### src/gdf_defines.svh
// Timing constants of the gate driver fault reaction block.
// Assumes a 250 MHz secondary-side clock; all counts derive from it.
`ifndef GDF_DEFINES_SVH
`define GDF_DEFINES_SVH

// Clock period in ns
`define GDF_CLK_NS        4
// Shoot-through dead time window in ns
`define GDF_DEAD_MIN_NS   720
`define GDF_DEAD_MAX_NS   1200
// Least time rounds up to whole cycles
`define GDF_DEAD_CYC      ((`GDF_DEAD_MIN_NS + `GDF_CLK_NS - 1) / `GDF_CLK_NS)
`define GDF_DEAD_MAX_CYC  (`GDF_DEAD_MAX_NS / `GDF_CLK_NS)
// Longest and typical reaction times in ns, fault pin times in us; counts round down
`define GDF_FLT_MAX_US    5
`define GDF_FLT_TYP_US    2
`define GDF_EN_OFF_NS     400
`define GDF_DESAT_OFF_NS  430
`define GDF_OCP_OFF_NS    130
`define GDF_OCP_TYP_NS    110
`define GDF_CLB_OFF_NS    400
`define GDF_PRI_OFF_NS    255
`define GDF_SEC_OFF_NS    400
`define GDF_LS_OFF_NS     430
`define GDF_FLT_CYC       ((`GDF_FLT_MAX_US * 1000) / `GDF_CLK_NS)
`define GDF_EN_CYC        (`GDF_EN_OFF_NS / `GDF_CLK_NS)
`define GDF_DESAT_CYC     (`GDF_DESAT_OFF_NS / `GDF_CLK_NS)
`define GDF_OCP_CYC       (`GDF_OCP_OFF_NS / `GDF_CLK_NS)
`define GDF_CLB_CYC       (`GDF_CLB_OFF_NS / `GDF_CLK_NS)
`define GDF_PRI_CYC       (`GDF_PRI_OFF_NS / `GDF_CLK_NS)
`define GDF_SEC_CYC       (`GDF_SEC_OFF_NS / `GDF_CLK_NS)
`define GDF_LSO_CYC       (`GDF_LS_OFF_NS / `GDF_CLK_NS)
// Life-sign recognition time, typical 5 us
`define GDF_LS_DET_US     5
`define GDF_LS_DET_CYC    ((`GDF_LS_DET_US * 1000) / `GDF_CLK_NS)
// Millisecond timeouts, held in us
`define GDF_VMTO0_US      14700
`define GDF_VMTO1_US      59000
`define GDF_MCTO_US       15000
`define GDF_VMTO0_CYC     ((`GDF_VMTO0_US * 1000) / `GDF_CLK_NS)
`define GDF_VMTO1_CYC     ((`GDF_VMTO1_US * 1000) / `GDF_CLK_NS)
`define GDF_MCTO_CYC      ((`GDF_MCTO_US * 1000) / `GDF_CLK_NS)
`define GDF_TMR_W         24

`endif

### src/gdf_pkg.sv
// Types shared by the gate driver fault reaction block.
// Assumes nothing beyond the defines header.
package gdf_pkg;

  // Output stage sequencing states
  typedef enum logic [1:0] {
    GDF_OFF,
    GDF_DEAD,
    GDF_ON,
    GDF_SOFT
  } gdf_state_e;

  // Event and command levels arriving from pins and comparators
  typedef struct packed {
    logic pwm_cmd;           // Switching command
    logic enable_in;         // Enable, high allows switching
    logic desat_in;          // Desaturation comparator
    logic overcurrent_input; // Overcurrent comparator
    logic class_a_evt;       // Class A failure detected
    logic class_b_evt;       // Class B failure detected
    logic prim_fail;         // Low-voltage side failure or reset
    logic sec_fail;          // High-voltage side failure or reset
    logic life_sign_err;     // Life-sign error condition
  } gdf_evt_s;

endpackage : gdf_pkg

### src/gdf_fault_reaction.sv
// Fault reaction and switching sequencer of the high-voltage side.
// Assumes event pins are asynchronous; configuration and mode requests
// come from logic on sys_clk.
// Behaviour
// - Dead time 720 to 1200 ns between transitions
// - Class A pin within 5 us
// - Enable removal starts turn-off within 400 ns
// - Desaturation after blanking: turn-off within 430 ns
// - Overcurrent after blanking: turn-off within 130 ns
// - Class B: pin in 5 us, off 400 ns
// - Low-side failure starts turn-off within 255 ns
// - High-side failure starts turn-off within 400 ns
// - Verification timeout 14.7 or 59 ms
// - Mode change timeouts of 15 ms
// - Life-sign error recognised within 5 us
// - Life-sign error starts turn-off within 430 ns
// - Blanking within 20 percent of programmed
// - Clamp and two-level settings extend timing
`timescale 1ns/1ns
`include "gdf_defines.svh"

module gdf_fault_reaction #(
  parameter int VMTO0_CYC = `GDF_VMTO0_CYC, // Verify timeout, select 0
  parameter int VMTO1_CYC = `GDF_VMTO1_CYC, // Verify timeout, select 1
  parameter int MCTO_CYC  = `GDF_MCTO_CYC,  // Mode change timeout
  parameter int BLANK_W   = 16              // Blanking count width
) (
  input  wire logic             sys_clk,
  input  wire logic             rst,
  input  wire logic             ce,
  input  wire gdf_pkg::gdf_evt_s pin_evt,
  input  wire logic [BLANK_W-1:0] blank_cycles,
  input  wire logic [7:0]       clamp_delay_setting,
  input  wire logic [7:0]       two_level_turnoff_time,
  input  wire logic             verify_timeout_select,
  input  wire logic             verify_enter,
  input  wire logic             verify_exit,
  input  wire logic             desat_mode_req,
  input  wire logic             desat_mode_ack,
  input  wire logic             ovlo_mode_req,
  input  wire logic             ovlo_mode_ack,
  input  wire logic             fault_clear,
  output logic                  gate_on,
  output logic                  gate_soft_off,
  output logic                  fault_class_a_pin,
  output logic                  fault_class_b_pin,
  output logic                  fault_latched,
  output logic                  life_sign_fault,
  output logic                  verification_state,
  output logic                  verify_timeout,
  output logic                  desat_mode_timeout,
  output logic                  ovlo_mode_timeout
);

  localparam int TW = `GDF_TMR_W;

  // Counts too large for the timers cannot be served
  if (VMTO0_CYC < 2 || VMTO1_CYC < 2 || MCTO_CYC < 2 ||
      VMTO0_CYC >= (1 << TW) || VMTO1_CYC >= (1 << TW) ||
      MCTO_CYC >= (1 << TW) || BLANK_W < 8 || BLANK_W > 24) begin : g_bad_cfg
    $error("gdf_fault_reaction: parameter out of range");
  end

  ////////////////////////////////////////////////////////////////////////
  // Input synchronisers

  gdf_pkg::gdf_evt_s sync1;   // First stage, read only by evt
  gdf_pkg::gdf_evt_s evt;     // Second stage, safe to use
  logic              pwm_d;   // Previous command for edge detect

  // Two flops against metastability; costs 8 ns of each reaction budget
  always_ff @(posedge sys_clk) begin
    if (rst) begin
      sync1 <= '0;
      evt   <= '0;
      pwm_d <= 1'b0;
    end else if (ce) begin
      sync1 <= pin_evt;
      evt   <= sync1;
      pwm_d <= evt.pwm_cmd;
    end
  end

  ////////////////////////////////////////////////////////////////////////
  // Blanking after each command change

  logic [BLANK_W-1:0] blank_cnt;  // Remaining blanking cycles
  wire pwm_edge = evt.pwm_cmd ^ pwm_d;
  wire blanking = (blank_cnt != '0);

  // Exact cycle count keeps accuracy at the clock tolerance
  always_ff @(posedge sys_clk) begin
    if (rst)
      blank_cnt <= '0;
    else if (ce) begin
      if (pwm_edge)
        blank_cnt <= blank_cycles;
      else if (blanking)
        blank_cnt <= blank_cnt - 1'b1;
    end
  end

  ////////////////////////////////////////////////////////////////////////
  // Fault detection

  localparam int LS_CYC = `GDF_LS_DET_CYC;
  logic [11:0] ls_cnt;  // Cycles the life-sign error has lasted

  // Comparators only count once blanking is over and the gate is on
  wire desat_hit = evt.desat_in & ~blanking & gate_on;
  wire ocp_hit   = evt.overcurrent_input & ~blanking & gate_on;
  wire ls_trip   = evt.life_sign_err &
                   (ls_cnt == 12'(LS_CYC - 1));
  // Sticky flags stay out of the trip term so one clear frees them all
  wire fault_trip = desat_hit | ocp_hit | evt.class_b_evt |
                    evt.prim_fail | evt.sec_fail |
                    ls_trip;
  wire stop_req  = fault_trip | fault_latched | ~evt.enable_in;
  wire a_set     = evt.class_a_evt | desat_hit | ocp_hit;

  // Sticky fault flags; a new event wins over a clear in the same cycle
  always_ff @(posedge sys_clk) begin
    if (rst) begin
      ls_cnt            <= '0;
      life_sign_fault   <= 1'b0;
      fault_latched     <= 1'b0;
      fault_class_a_pin <= 1'b0;
      fault_class_b_pin <= 1'b0;
    end else if (ce) begin
      ls_cnt <= (evt.life_sign_err && !ls_trip) ? ls_cnt + 1'b1 : '0;
      life_sign_fault   <= ls_trip | (life_sign_fault & ~fault_clear);
      fault_latched     <= fault_trip | (fault_latched & ~fault_clear);
      fault_class_a_pin <= a_set |
                           (fault_class_a_pin & ~fault_clear);
      fault_class_b_pin <= evt.class_b_evt |
                           (fault_class_b_pin & ~fault_clear);
    end
  end

  ////////////////////////////////////////////////////////////////////////
  // Output stage sequencer

  localparam int DEAD_CYC = `GDF_DEAD_CYC;
  gdf_pkg::gdf_state_e state;       // Current sequencing state
  gdf_pkg::gdf_state_e next_state;  // Next sequencing state
  logic [9:0]          seq_cnt;     // Dead or plateau cycles left
  logic [9:0]          next_cnt;
  wire [9:0] dead_load = 10'(DEAD_CYC - 1) + {2'h0, clamp_delay_setting};
  wire [9:0] soft_load = {2'h0, two_level_turnoff_time} - 10'h001;
  wire       soft_use  = (two_level_turnoff_time != 8'h00);
  wire       go_off    = stop_req | ~evt.pwm_cmd;

  // Turn-off always leaves the on state in the cycle a stop is seen
  always_comb begin
    next_state = state;
    next_cnt   = (seq_cnt != '0) ? seq_cnt - 1'b1 : '0;
    case (state)
      gdf_pkg::GDF_OFF: begin
        if (!go_off) begin
          next_state = gdf_pkg::GDF_DEAD;
          next_cnt   = dead_load;
        end
      end
      gdf_pkg::GDF_DEAD: begin
        if (go_off)
          next_state = gdf_pkg::GDF_OFF;
        else if (seq_cnt == '0)
          next_state = gdf_pkg::GDF_ON;
      end
      gdf_pkg::GDF_ON: begin
        if (go_off && soft_use) begin
          next_state = gdf_pkg::GDF_SOFT;
          next_cnt   = soft_load;
        end else if (go_off)
          next_state = gdf_pkg::GDF_OFF;
      end
      gdf_pkg::GDF_SOFT: begin
        if (seq_cnt == '0)
          next_state = gdf_pkg::GDF_OFF;
      end
      default: next_state = gdf_pkg::GDF_OFF;
    endcase
  end

  // Gate outputs registered from the next state
  always_ff @(posedge sys_clk) begin
    if (rst) begin
      state         <= gdf_pkg::GDF_OFF;
      seq_cnt       <= '0;
      gate_on       <= 1'b0;
      gate_soft_off <= 1'b0;
    end else if (ce) begin
      state         <= next_state;
      seq_cnt       <= next_cnt;
      gate_on       <= (next_state == gdf_pkg::GDF_ON);
      gate_soft_off <= (next_state == gdf_pkg::GDF_SOFT);
    end
  end

  ////////////////////////////////////////////////////////////////////////
  // Millisecond timeouts

  // One step of a down-counting timeout; zero means idle
  function automatic logic [TW-1:0] tmr_step(
    input logic [TW-1:0] cnt,
    input logic          start,
    input logic          stop,
    input logic [TW-1:0] load
  );
    if (start)
      return load;
    else if (stop)
      return '0;
    else if (cnt != '0)
      return cnt - 1'b1;
    else
      return '0;
  endfunction : tmr_step

  logic [TW-1:0] vm_cnt;   // Verification timer
  logic [TW-1:0] db_cnt;   // Blanking mode change timer
  logic [TW-1:0] ov_cnt;   // Overvoltage lockout mode change timer
  wire [TW-1:0] vm_load = verify_timeout_select ? TW'(VMTO1_CYC) :
                                                  TW'(VMTO0_CYC);
  wire vm_start = verify_enter & ~verification_state;
  wire vm_end   = (vm_cnt == TW'(1)) & ~verify_exit;
  wire db_end   = (db_cnt == TW'(1)) & ~desat_mode_ack & ~desat_mode_req;
  wire ov_end   = (ov_cnt == TW'(1)) & ~ovlo_mode_ack & ~ovlo_mode_req;

  // Timers run on sys_clk so accuracy tracks that clock
  always_ff @(posedge sys_clk) begin
    if (rst) begin
      vm_cnt             <= '0;
      db_cnt             <= '0;
      ov_cnt             <= '0;
      verification_state <= 1'b0;
      verify_timeout     <= 1'b0;
      desat_mode_timeout <= 1'b0;
      ovlo_mode_timeout  <= 1'b0;
    end else if (ce) begin
      vm_cnt <= tmr_step(vm_cnt, vm_start, verify_exit, vm_load);
      db_cnt <= tmr_step(db_cnt, desat_mode_req, desat_mode_ack,
                         TW'(MCTO_CYC));
      ov_cnt <= tmr_step(ov_cnt, ovlo_mode_req, ovlo_mode_ack,
                         TW'(MCTO_CYC));
      verification_state <= vm_start |
                            (verification_state & ~verify_exit & ~vm_end);
      verify_timeout     <= vm_end;
      desat_mode_timeout <= db_end;
      ovlo_mode_timeout  <= ov_end;
    end
  end

  ////////////////////////////////////////////////////////////////////////
  // Checks

  localparam int FLT_CYC = 8;
  localparam int EN_CYC  = 3;
  localparam int OCP_CYC = 2;
  localparam int DMAX    = `GDF_DEAD_MAX_CYC;
  logic [9:0] off_run;  // Cycles the gate has been off

  always_ff @(posedge sys_clk) begin
    if (rst)
      off_run <= '0;
    else if (ce)
      off_run <= gate_on ? '0 : (off_run == 10'h3FF ? off_run
                                                     : off_run + 1'b1);
  end
endmodule : gdf_fault_reaction

### config.mk
export PLATFORM = sky130hd
export DESIGN_NAME = gdf_fault_reaction
export DESIGN_NICKNAME = d
export VERILOG_FILES = /design/src/gdf_pkg.sv /design/src/gdf_fault_reaction.sv
export VERILOG_INCLUDE_DIRS = /design/src
export SDC_FILE = /design/constraint.sdc
export NUM_CORES = 1
export LEC_CHECK = 0
export BUFFER_PORTS_ARGS = -buffer_cell sky130_fd_sc_hd__buf_4
export CORE_ASPECT_RATIO = 0.8
export CORE_MARGIN = 1.5
export CORE_UTILIZATION = 54
export CTS_CLUSTER_DIAMETER = 120
export CTS_CLUSTER_SIZE = 10
export DETAILED_ROUTE_END_ITERATION = 12
export PLACE_DENSITY = 0.76
export SETUP_SLACK_MARGIN = 0.4
export SYNTH_ARGS = -nofsm -noshare
export SYNTH_HDL_FRONTEND = slang
export SYNTH_SLANG_ARGS = --single-unit
### constraint.sdc
create_clock -name sys_clk -period 2.5 [get_ports sys_clk]
set_input_delay 0.375 -clock sys_clk [delete_from_list [all_inputs] [get_ports sys_clk]]
set_output_delay 0.375 -clock sys_clk [all_outputs]
set_load 0.005 [all_outputs]
# After elaboration in Yosys (flattened, before gate mapping)
# Cells that the tools add are included.
# W data, S select, Z words.
# op_classes
n_addsub,8
eq_ne,9
muxes,24
n_bitwise,44
reduce_logical,13
# op_table
op,n
$mux W24,10
$eq A24 B1 Y1 const B,3
$reduce_bool A24 Y1,3
$sub A24 B1 Y24 const B,3
$mux W16,2
$mux W10,3
$pmux W10 S2,1
$and A1 B1 Y1,17
$reduce_bool A16 Y1,1
$sub A16 B1 Y16 const B,1
$or A1 B1 Y1,15
$add A12 B1 Y12 const B,1
$eq A12 B11 Y1 const B,1
$mux W12,1
$mux W2,6
$not A1 Y1,11
$logic_not A10 Y1,1
$reduce_bool A10 Y1,1
$sub A10 B1 Y10 const B,1
$add A8 B8 Y9 const A,1
$sub A8 B1 Y9 const B,1
$eq A2 B2 Y1 const B,4
$pmux W2 S4,1
$reduce_bool A8 Y1,1
7 further kinds,8
# totals
ff_bits,141
input_bits,52
out_inout_bits,10
elab_cells,134

# Logic depth before layout (Yosys ltp)
# logic_depth
ltp_word,16
mapped_depth,9
depth_no_buf,8

# Least setup slack after synthesis
# No wires, ideal clock.
# synth_path
path_type,flip-flop to flip-flop
start,register vm_cnt[0]
end,register vm_cnt[12]
setup_ps,122
arrival_ps,2179
required_time_ps,2378
slack_ps,199
stages_incl_launch_ff,9
n_path_buf,1
period_less_slack_ps,2301
path_cell_list,dfxtp_1 -> inv_1 -> ha_1 -> or3b_2 -> clkbuf_1 -> nor4_1 -> nand2_1 -> a31o_2 -> a221o_1
# synth_between
elab_chain_cells,4
word_cells_on_any_way,5
classes_between,1 x add/sub; 3 x mux; 1 x reduce/logical
# synth_rtl
element,line_no,source
start: declaration,gdf_fault_reaction.sv:220,logic [TW-1:0] vm_cnt;
start signal: assignment,gdf_fault_reaction.sv:241,"vm_cnt <= tmr_step(vm_cnt, vm_start, verify_exit, vm_load);"
$sub A24 B1 Y24 / $reduce_bool A24 Y1 (equally long branches),"gdf_fault_reaction.sv:215, gdf_fault_reaction.sv:214",
$mux W24 (*),gdf_fault_reaction.sv:214,else if (cnt != '0)
$mux W24 (*),gdf_fault_reaction.sv:212,else if (stop)
$mux W24 (*),gdf_fault_reaction.sv:210,if (start)
# Mark *: on every way between the ends. The rest lies on a longest branch, timed or not.
# A chain may end at the register's enable or synchronous reset.

# Worst setup path in the final report
# layout_path
start,register db_cnt[16]
end,register db_cnt[10]
# layout_between
elab_chain_cells,4
# layout_rtl
element,line_no,source
start: declaration,gdf_fault_reaction.sv:221,logic [TW-1:0] db_cnt;
start signal: assignment,gdf_fault_reaction.sv:242,"db_cnt <= tmr_step(db_cnt, desat_mode_req, desat_mode_ack,"
$reduce_bool A24 Y1,gdf_fault_reaction.sv:214,
$mux W24,gdf_fault_reaction.sv:214,
$mux W24,gdf_fault_reaction.sv:212,
$mux W24,gdf_fault_reaction.sv:210,
# Every way passes these cells.

==> metrics.log <==
INFO  metric postSynthCellCount = just under 1000
INFO  metric p_leak = approximately 3.8 nW
INFO  metric dp.final_hpwl = 13300 um
INFO  metric row_count = 38
INFO  metric drtPass1Iterations = 5
INFO  metric area_growth = 26.8%
INFO  metric power_density = around 840 mW/mm^2
INFO  metric drtIter0Drc = just under 700
INFO  metric route.detailed.drc = 0
INFO  metric grt_antenna_before_repair = 0
INFO  metric gp_congestion = between 0.9 and 1
INFO  metric cap_violations = 0
INFO  metric dp_worst_setup_slack = between 0.15 and 0.2 ns
INFO  metric synth_ff_type = dfxtp_1
INFO  metric worstReg2RegStart = db_cnt[16]$_SDFFE_PP0P_
INFO  metric timing_worst_setup_path_type = register to register
INFO  metric post_synth_mux_area_share = around 3.4%
INFO  metric post_drt_wl_per_cell = approximately 16 um
INFO  metric cp-startpoint = db_cnt[16]$_SDFFE_PP0P_
INFO  metric worstRegToRegCells = 8
INFO  metric rsz0062_at_grt = yes
INFO  metric finalWirelength = between 20000 and 25000 um
INFO  metric yosys_warn_count = 0
INFO  metric synth_compound_area_share = about a fifth
INFO  metric n_antenna_cell = 0
INFO  metric synthAdderAreaFrac = 2.58%
INFO  metric pin_count = 62
INFO  metric nets = 1140
INFO  metric globalRouteOverflowTotal = 0
INFO  metric clock_insertion_delay_worst_skew = between 0.4 and 0.5 ns
INFO  metric postSynthRegisterBits = between 100 and 150
INFO  metric layout_common_cells = dfxtp_1, nor2_1, buf_4
INFO  metric post_synth_num_cell_types = slightly above 80
INFO  metric drive_above_1_share = a little under a quarter
INFO  metric die_height = 110 um
INFO  metric die_area = 0.0151 mm^2
INFO  metric setup.worst_path.start_class = register
INFO  metric worst_pin_slew = about 0.86 ns
INFO  metric reg2reg_setup_slack = between 0.3 and 0.4 ns
INFO  metric irDropWorstVdd = ~0.71 mV
INFO  metric post-route-period-util = 86.8%
INFO  metric main_combinational_cell_family_by_area_after_synthesis = simple AND/OR/NAND/NOR gates
INFO  metric grt_start_max_net_pins = 61
INFO  metric max_freq = approximately 460 MHz
INFO  metric post_synth_and_or_nand_nor_area_fraction = between 20% and 30%
INFO  metric utilization = 71.3%
INFO  metric edff_count_synth = 0
INFO  metric worst-path-max-fanout = 9
INFO  metric timing.clock.skew = 0.00589 ns
INFO  metric grt_pass1_vias = approximately 6700
INFO  metric cts_num_sinks = ~140
INFO  metric regToRegEndpoint = db_cnt[10]$_SDFFE_PP0P_
INFO  metric floorplan.die.width = approximately 140 um
INFO  metric gr-usage-met1 = 40.1%
INFO  metric grt_pass1_wl = roughly 33000 um
INFO  metric setup_viol = 0
INFO  metric data_required_time_at_the_worst_endpoint = around 2.8 ns
INFO  metric cts_made_buffers = 17
INFO  metric status = completed
INFO  metric synthesis.area_per_instance = roughly 7.9 um^2
INFO  metric worst_setup_path_end_kind = register
INFO  metric initial_core_util = between 50 and 60%
INFO  metric final_critical_path_setup_slack = 0.329 ns
INFO  metric synth_sequential_area_ratio = roughly 36%
INFO  metric slew_headroom = a little over two fifths
INFO  metric vias_per_cell = 6.08
INFO  metric count_of_h_tree_levels_built_during_cts = 4
INFO  metric synth-xor-area-share = approximately 6.6%
INFO  metric vias = between 7000 and 8000
INFO  metric clock-root-buffer = clkbuf_16
INFO  metric postSynth.asyncResetShare = 0%
INFO  metric globalRoute.busiestLayer = met2
INFO  metric timing.final.crit_period = between 2 and 2.5 ns
INFO  metric global_route_met3_usage = 6.58%
INFO  metric postSynthNetCount = 1048
INFO  metric place.port_buffers = 61
INFO  metric holdCritPathClass = primary input to register
INFO  metric netlist_area_before_placement = between 0.007 and 0.008 mm^2
INFO  metric cts_max_path_buffers = 2
INFO  metric drt.antenna.violating_nets = 0
INFO  metric final_number_of_hold_violating_endpoints = 0
INFO  metric cts_tree = built
INFO  metric mostFrequentLayoutCell = dfxtp_1
INFO  metric met2_usage = 40.5%
INFO  metric total_routing_resource_utilization_after_global_routing = about 28%
INFO  metric timing.final.max_slew_violations = 0
INFO  metric worst-endpoint-arrival = about 2.5 ns
INFO  metric core-area = ~0.014 mm^2
INFO  metric cp_capture_point = db_cnt[10]$_SDFFE_PP0P_
INFO  metric setup_tns = 0 ns
INFO  metric clk_pin_slew = 0.06 ns
==> logic make-up (layout without fill, tap and decap cells) <==
kind of cell             Yosys count  after routing
AO/OA/AOI/OAI                    231            232
XOR/XNOR                          58             58
adder cells (fa/ha/maj)           16             16
buffers and inverters             83            186
flip-flops                       141            141
multiplexers                      26             26
AND/OR/NAND/NOR                  425            425
==> power by group <==
group	total, mW	internal, mW	leakage, nW	switching, mW
logic	2.76	1.27	2.36	1.49
clock network	2.66	1.67	0.291	0.991
registers	2.85	2.50	1.16	0.343
==> how the worst min path moves through the flow <==
stage / slack (ns) / start / endpoint / cells after the start
after floorplan: 0.45 / fault_class_a_pin$_SDFFE_PP0P_ / fault_class_a_pin$_SDFFE_PP0P_ / 2
after global placement: 0.45 / ovlo_mode_timeout$_SDFFE_PP0P_ / ovlo_mode_timeout$_SDFFE_PP0P_ / 2
after detailed placement: 0.45 / ovlo_mode_timeout$_SDFFE_PP0P_ / ovlo_mode_timeout$_SDFFE_PP0P_ / 2
after CTS: 0.18 / pin_evt[3] / sync1[3]$_SDFFE_PP0P_ / 3
after global routing: 0.18 / pin_evt[0] / sync1[0]$_SDFFE_PP0P_ / 3
final: 0.19 / pin_evt[3] / sync1[3]$_SDFFE_PP0P_ / 3
==> state kept, by name (all words and copies together) (netlist names), 2 cells and up <==
register and count:
vm_cnt 24, seq_cnt 10, sync1 9, evt 9, ls_cnt 12, state 2, db_cnt 24, ov_cnt 24
blank_cnt 16
==> cell usage after synthesis (6+ instances only) <==
master | instances | area, um^2
xor2_1 | 22 | 193
o21ai_0 | 63 | 315
nor3_1 | 50 | 250
a22oi_1 | 6 | 45.0
a31oi_1 | 18 | 113
dfxtp_1 | 141 | 2820
mux2i_1 | 24 | 240
ha_1 | 16 | 200
o31ai_1 | 6 | 45.0
a211oi_1 | 8 | 60.1
nand3_1 | 26 | 130
nor4b_1 | 6 | 52.6
xnor2_1 | 36 | 315
or3_1 | 13 | 81.3
or4_1 | 6 | 45.0
nor4_1 | 25 | 156
nand4_1 | 17 | 106
clkbuf_1 | 39 | 146
nor2_1 | 134 | 503
inv_1 | 35 | 131
a21oi_1 | 65 | 325
nand2_1 | 95 | 357
nor3b_1 | 9 | 67.6
==> metrics by stage <==
stage | power, mW | area (um^2) | hold slack [ns] | instances
2_1_floorplan | 4.58 | 7850 | 0.448 | 980
3_3_place_gp | 5.18 | 8580 | 0.448 | 1203
3_5_place_dp | 5.20 | 8580 | 0.452 | 1203
4_1_cts | 8.05 | 9480 | 0.178 | 1249
5_1_grt | 8.73 | 9830 | 0.180 | 1264
6_report | 8.27 | 9830 | 0.190 | 1264
==> per-layer routing <==
| metal | part of all wire (%) | vias to the layer above |
|---|---|---|
| met5 | 0 | - |
| met4 | 1.4 | 0 |
| met1 | 48 | 3580 |
| met2 | 43 | 321 |
| met3 | 7.2 | 38 |
| li1 | - | 3745 |
==> worst max-delay path, cell delays in order, from the launching register on <==
cell and delay [ns]:
dfxtp_4 0.34, or4_4 0.53, or3_4 0.37, o41ai_4 0.24, buf_4 0.20, nor3_4 0.05
nor2_4 0.15, buf_12 0.14, nor2_1 0.04
==> final cells by class <==
cell class | count | area, um^2
tap | 180 | 225
clock buffer | 22 | 484
sequential | 141 | 2850
inverter | 35 | 139
timing repair buffer | 120 | 966
clock inverter | 9 | 134
fill | 1103 | 3960
multi-input combinational | 757 | 5030
==> repair_timing <==
item	in CTS	in global routing
pin swaps	13	25
cloned	1	0
buffers inserted	14	15
hold buffers	0	0
endpoints found under the setup margin	69	72
resized for setup	36	57
Note: power is estimated with default switching activity, not from simulation.
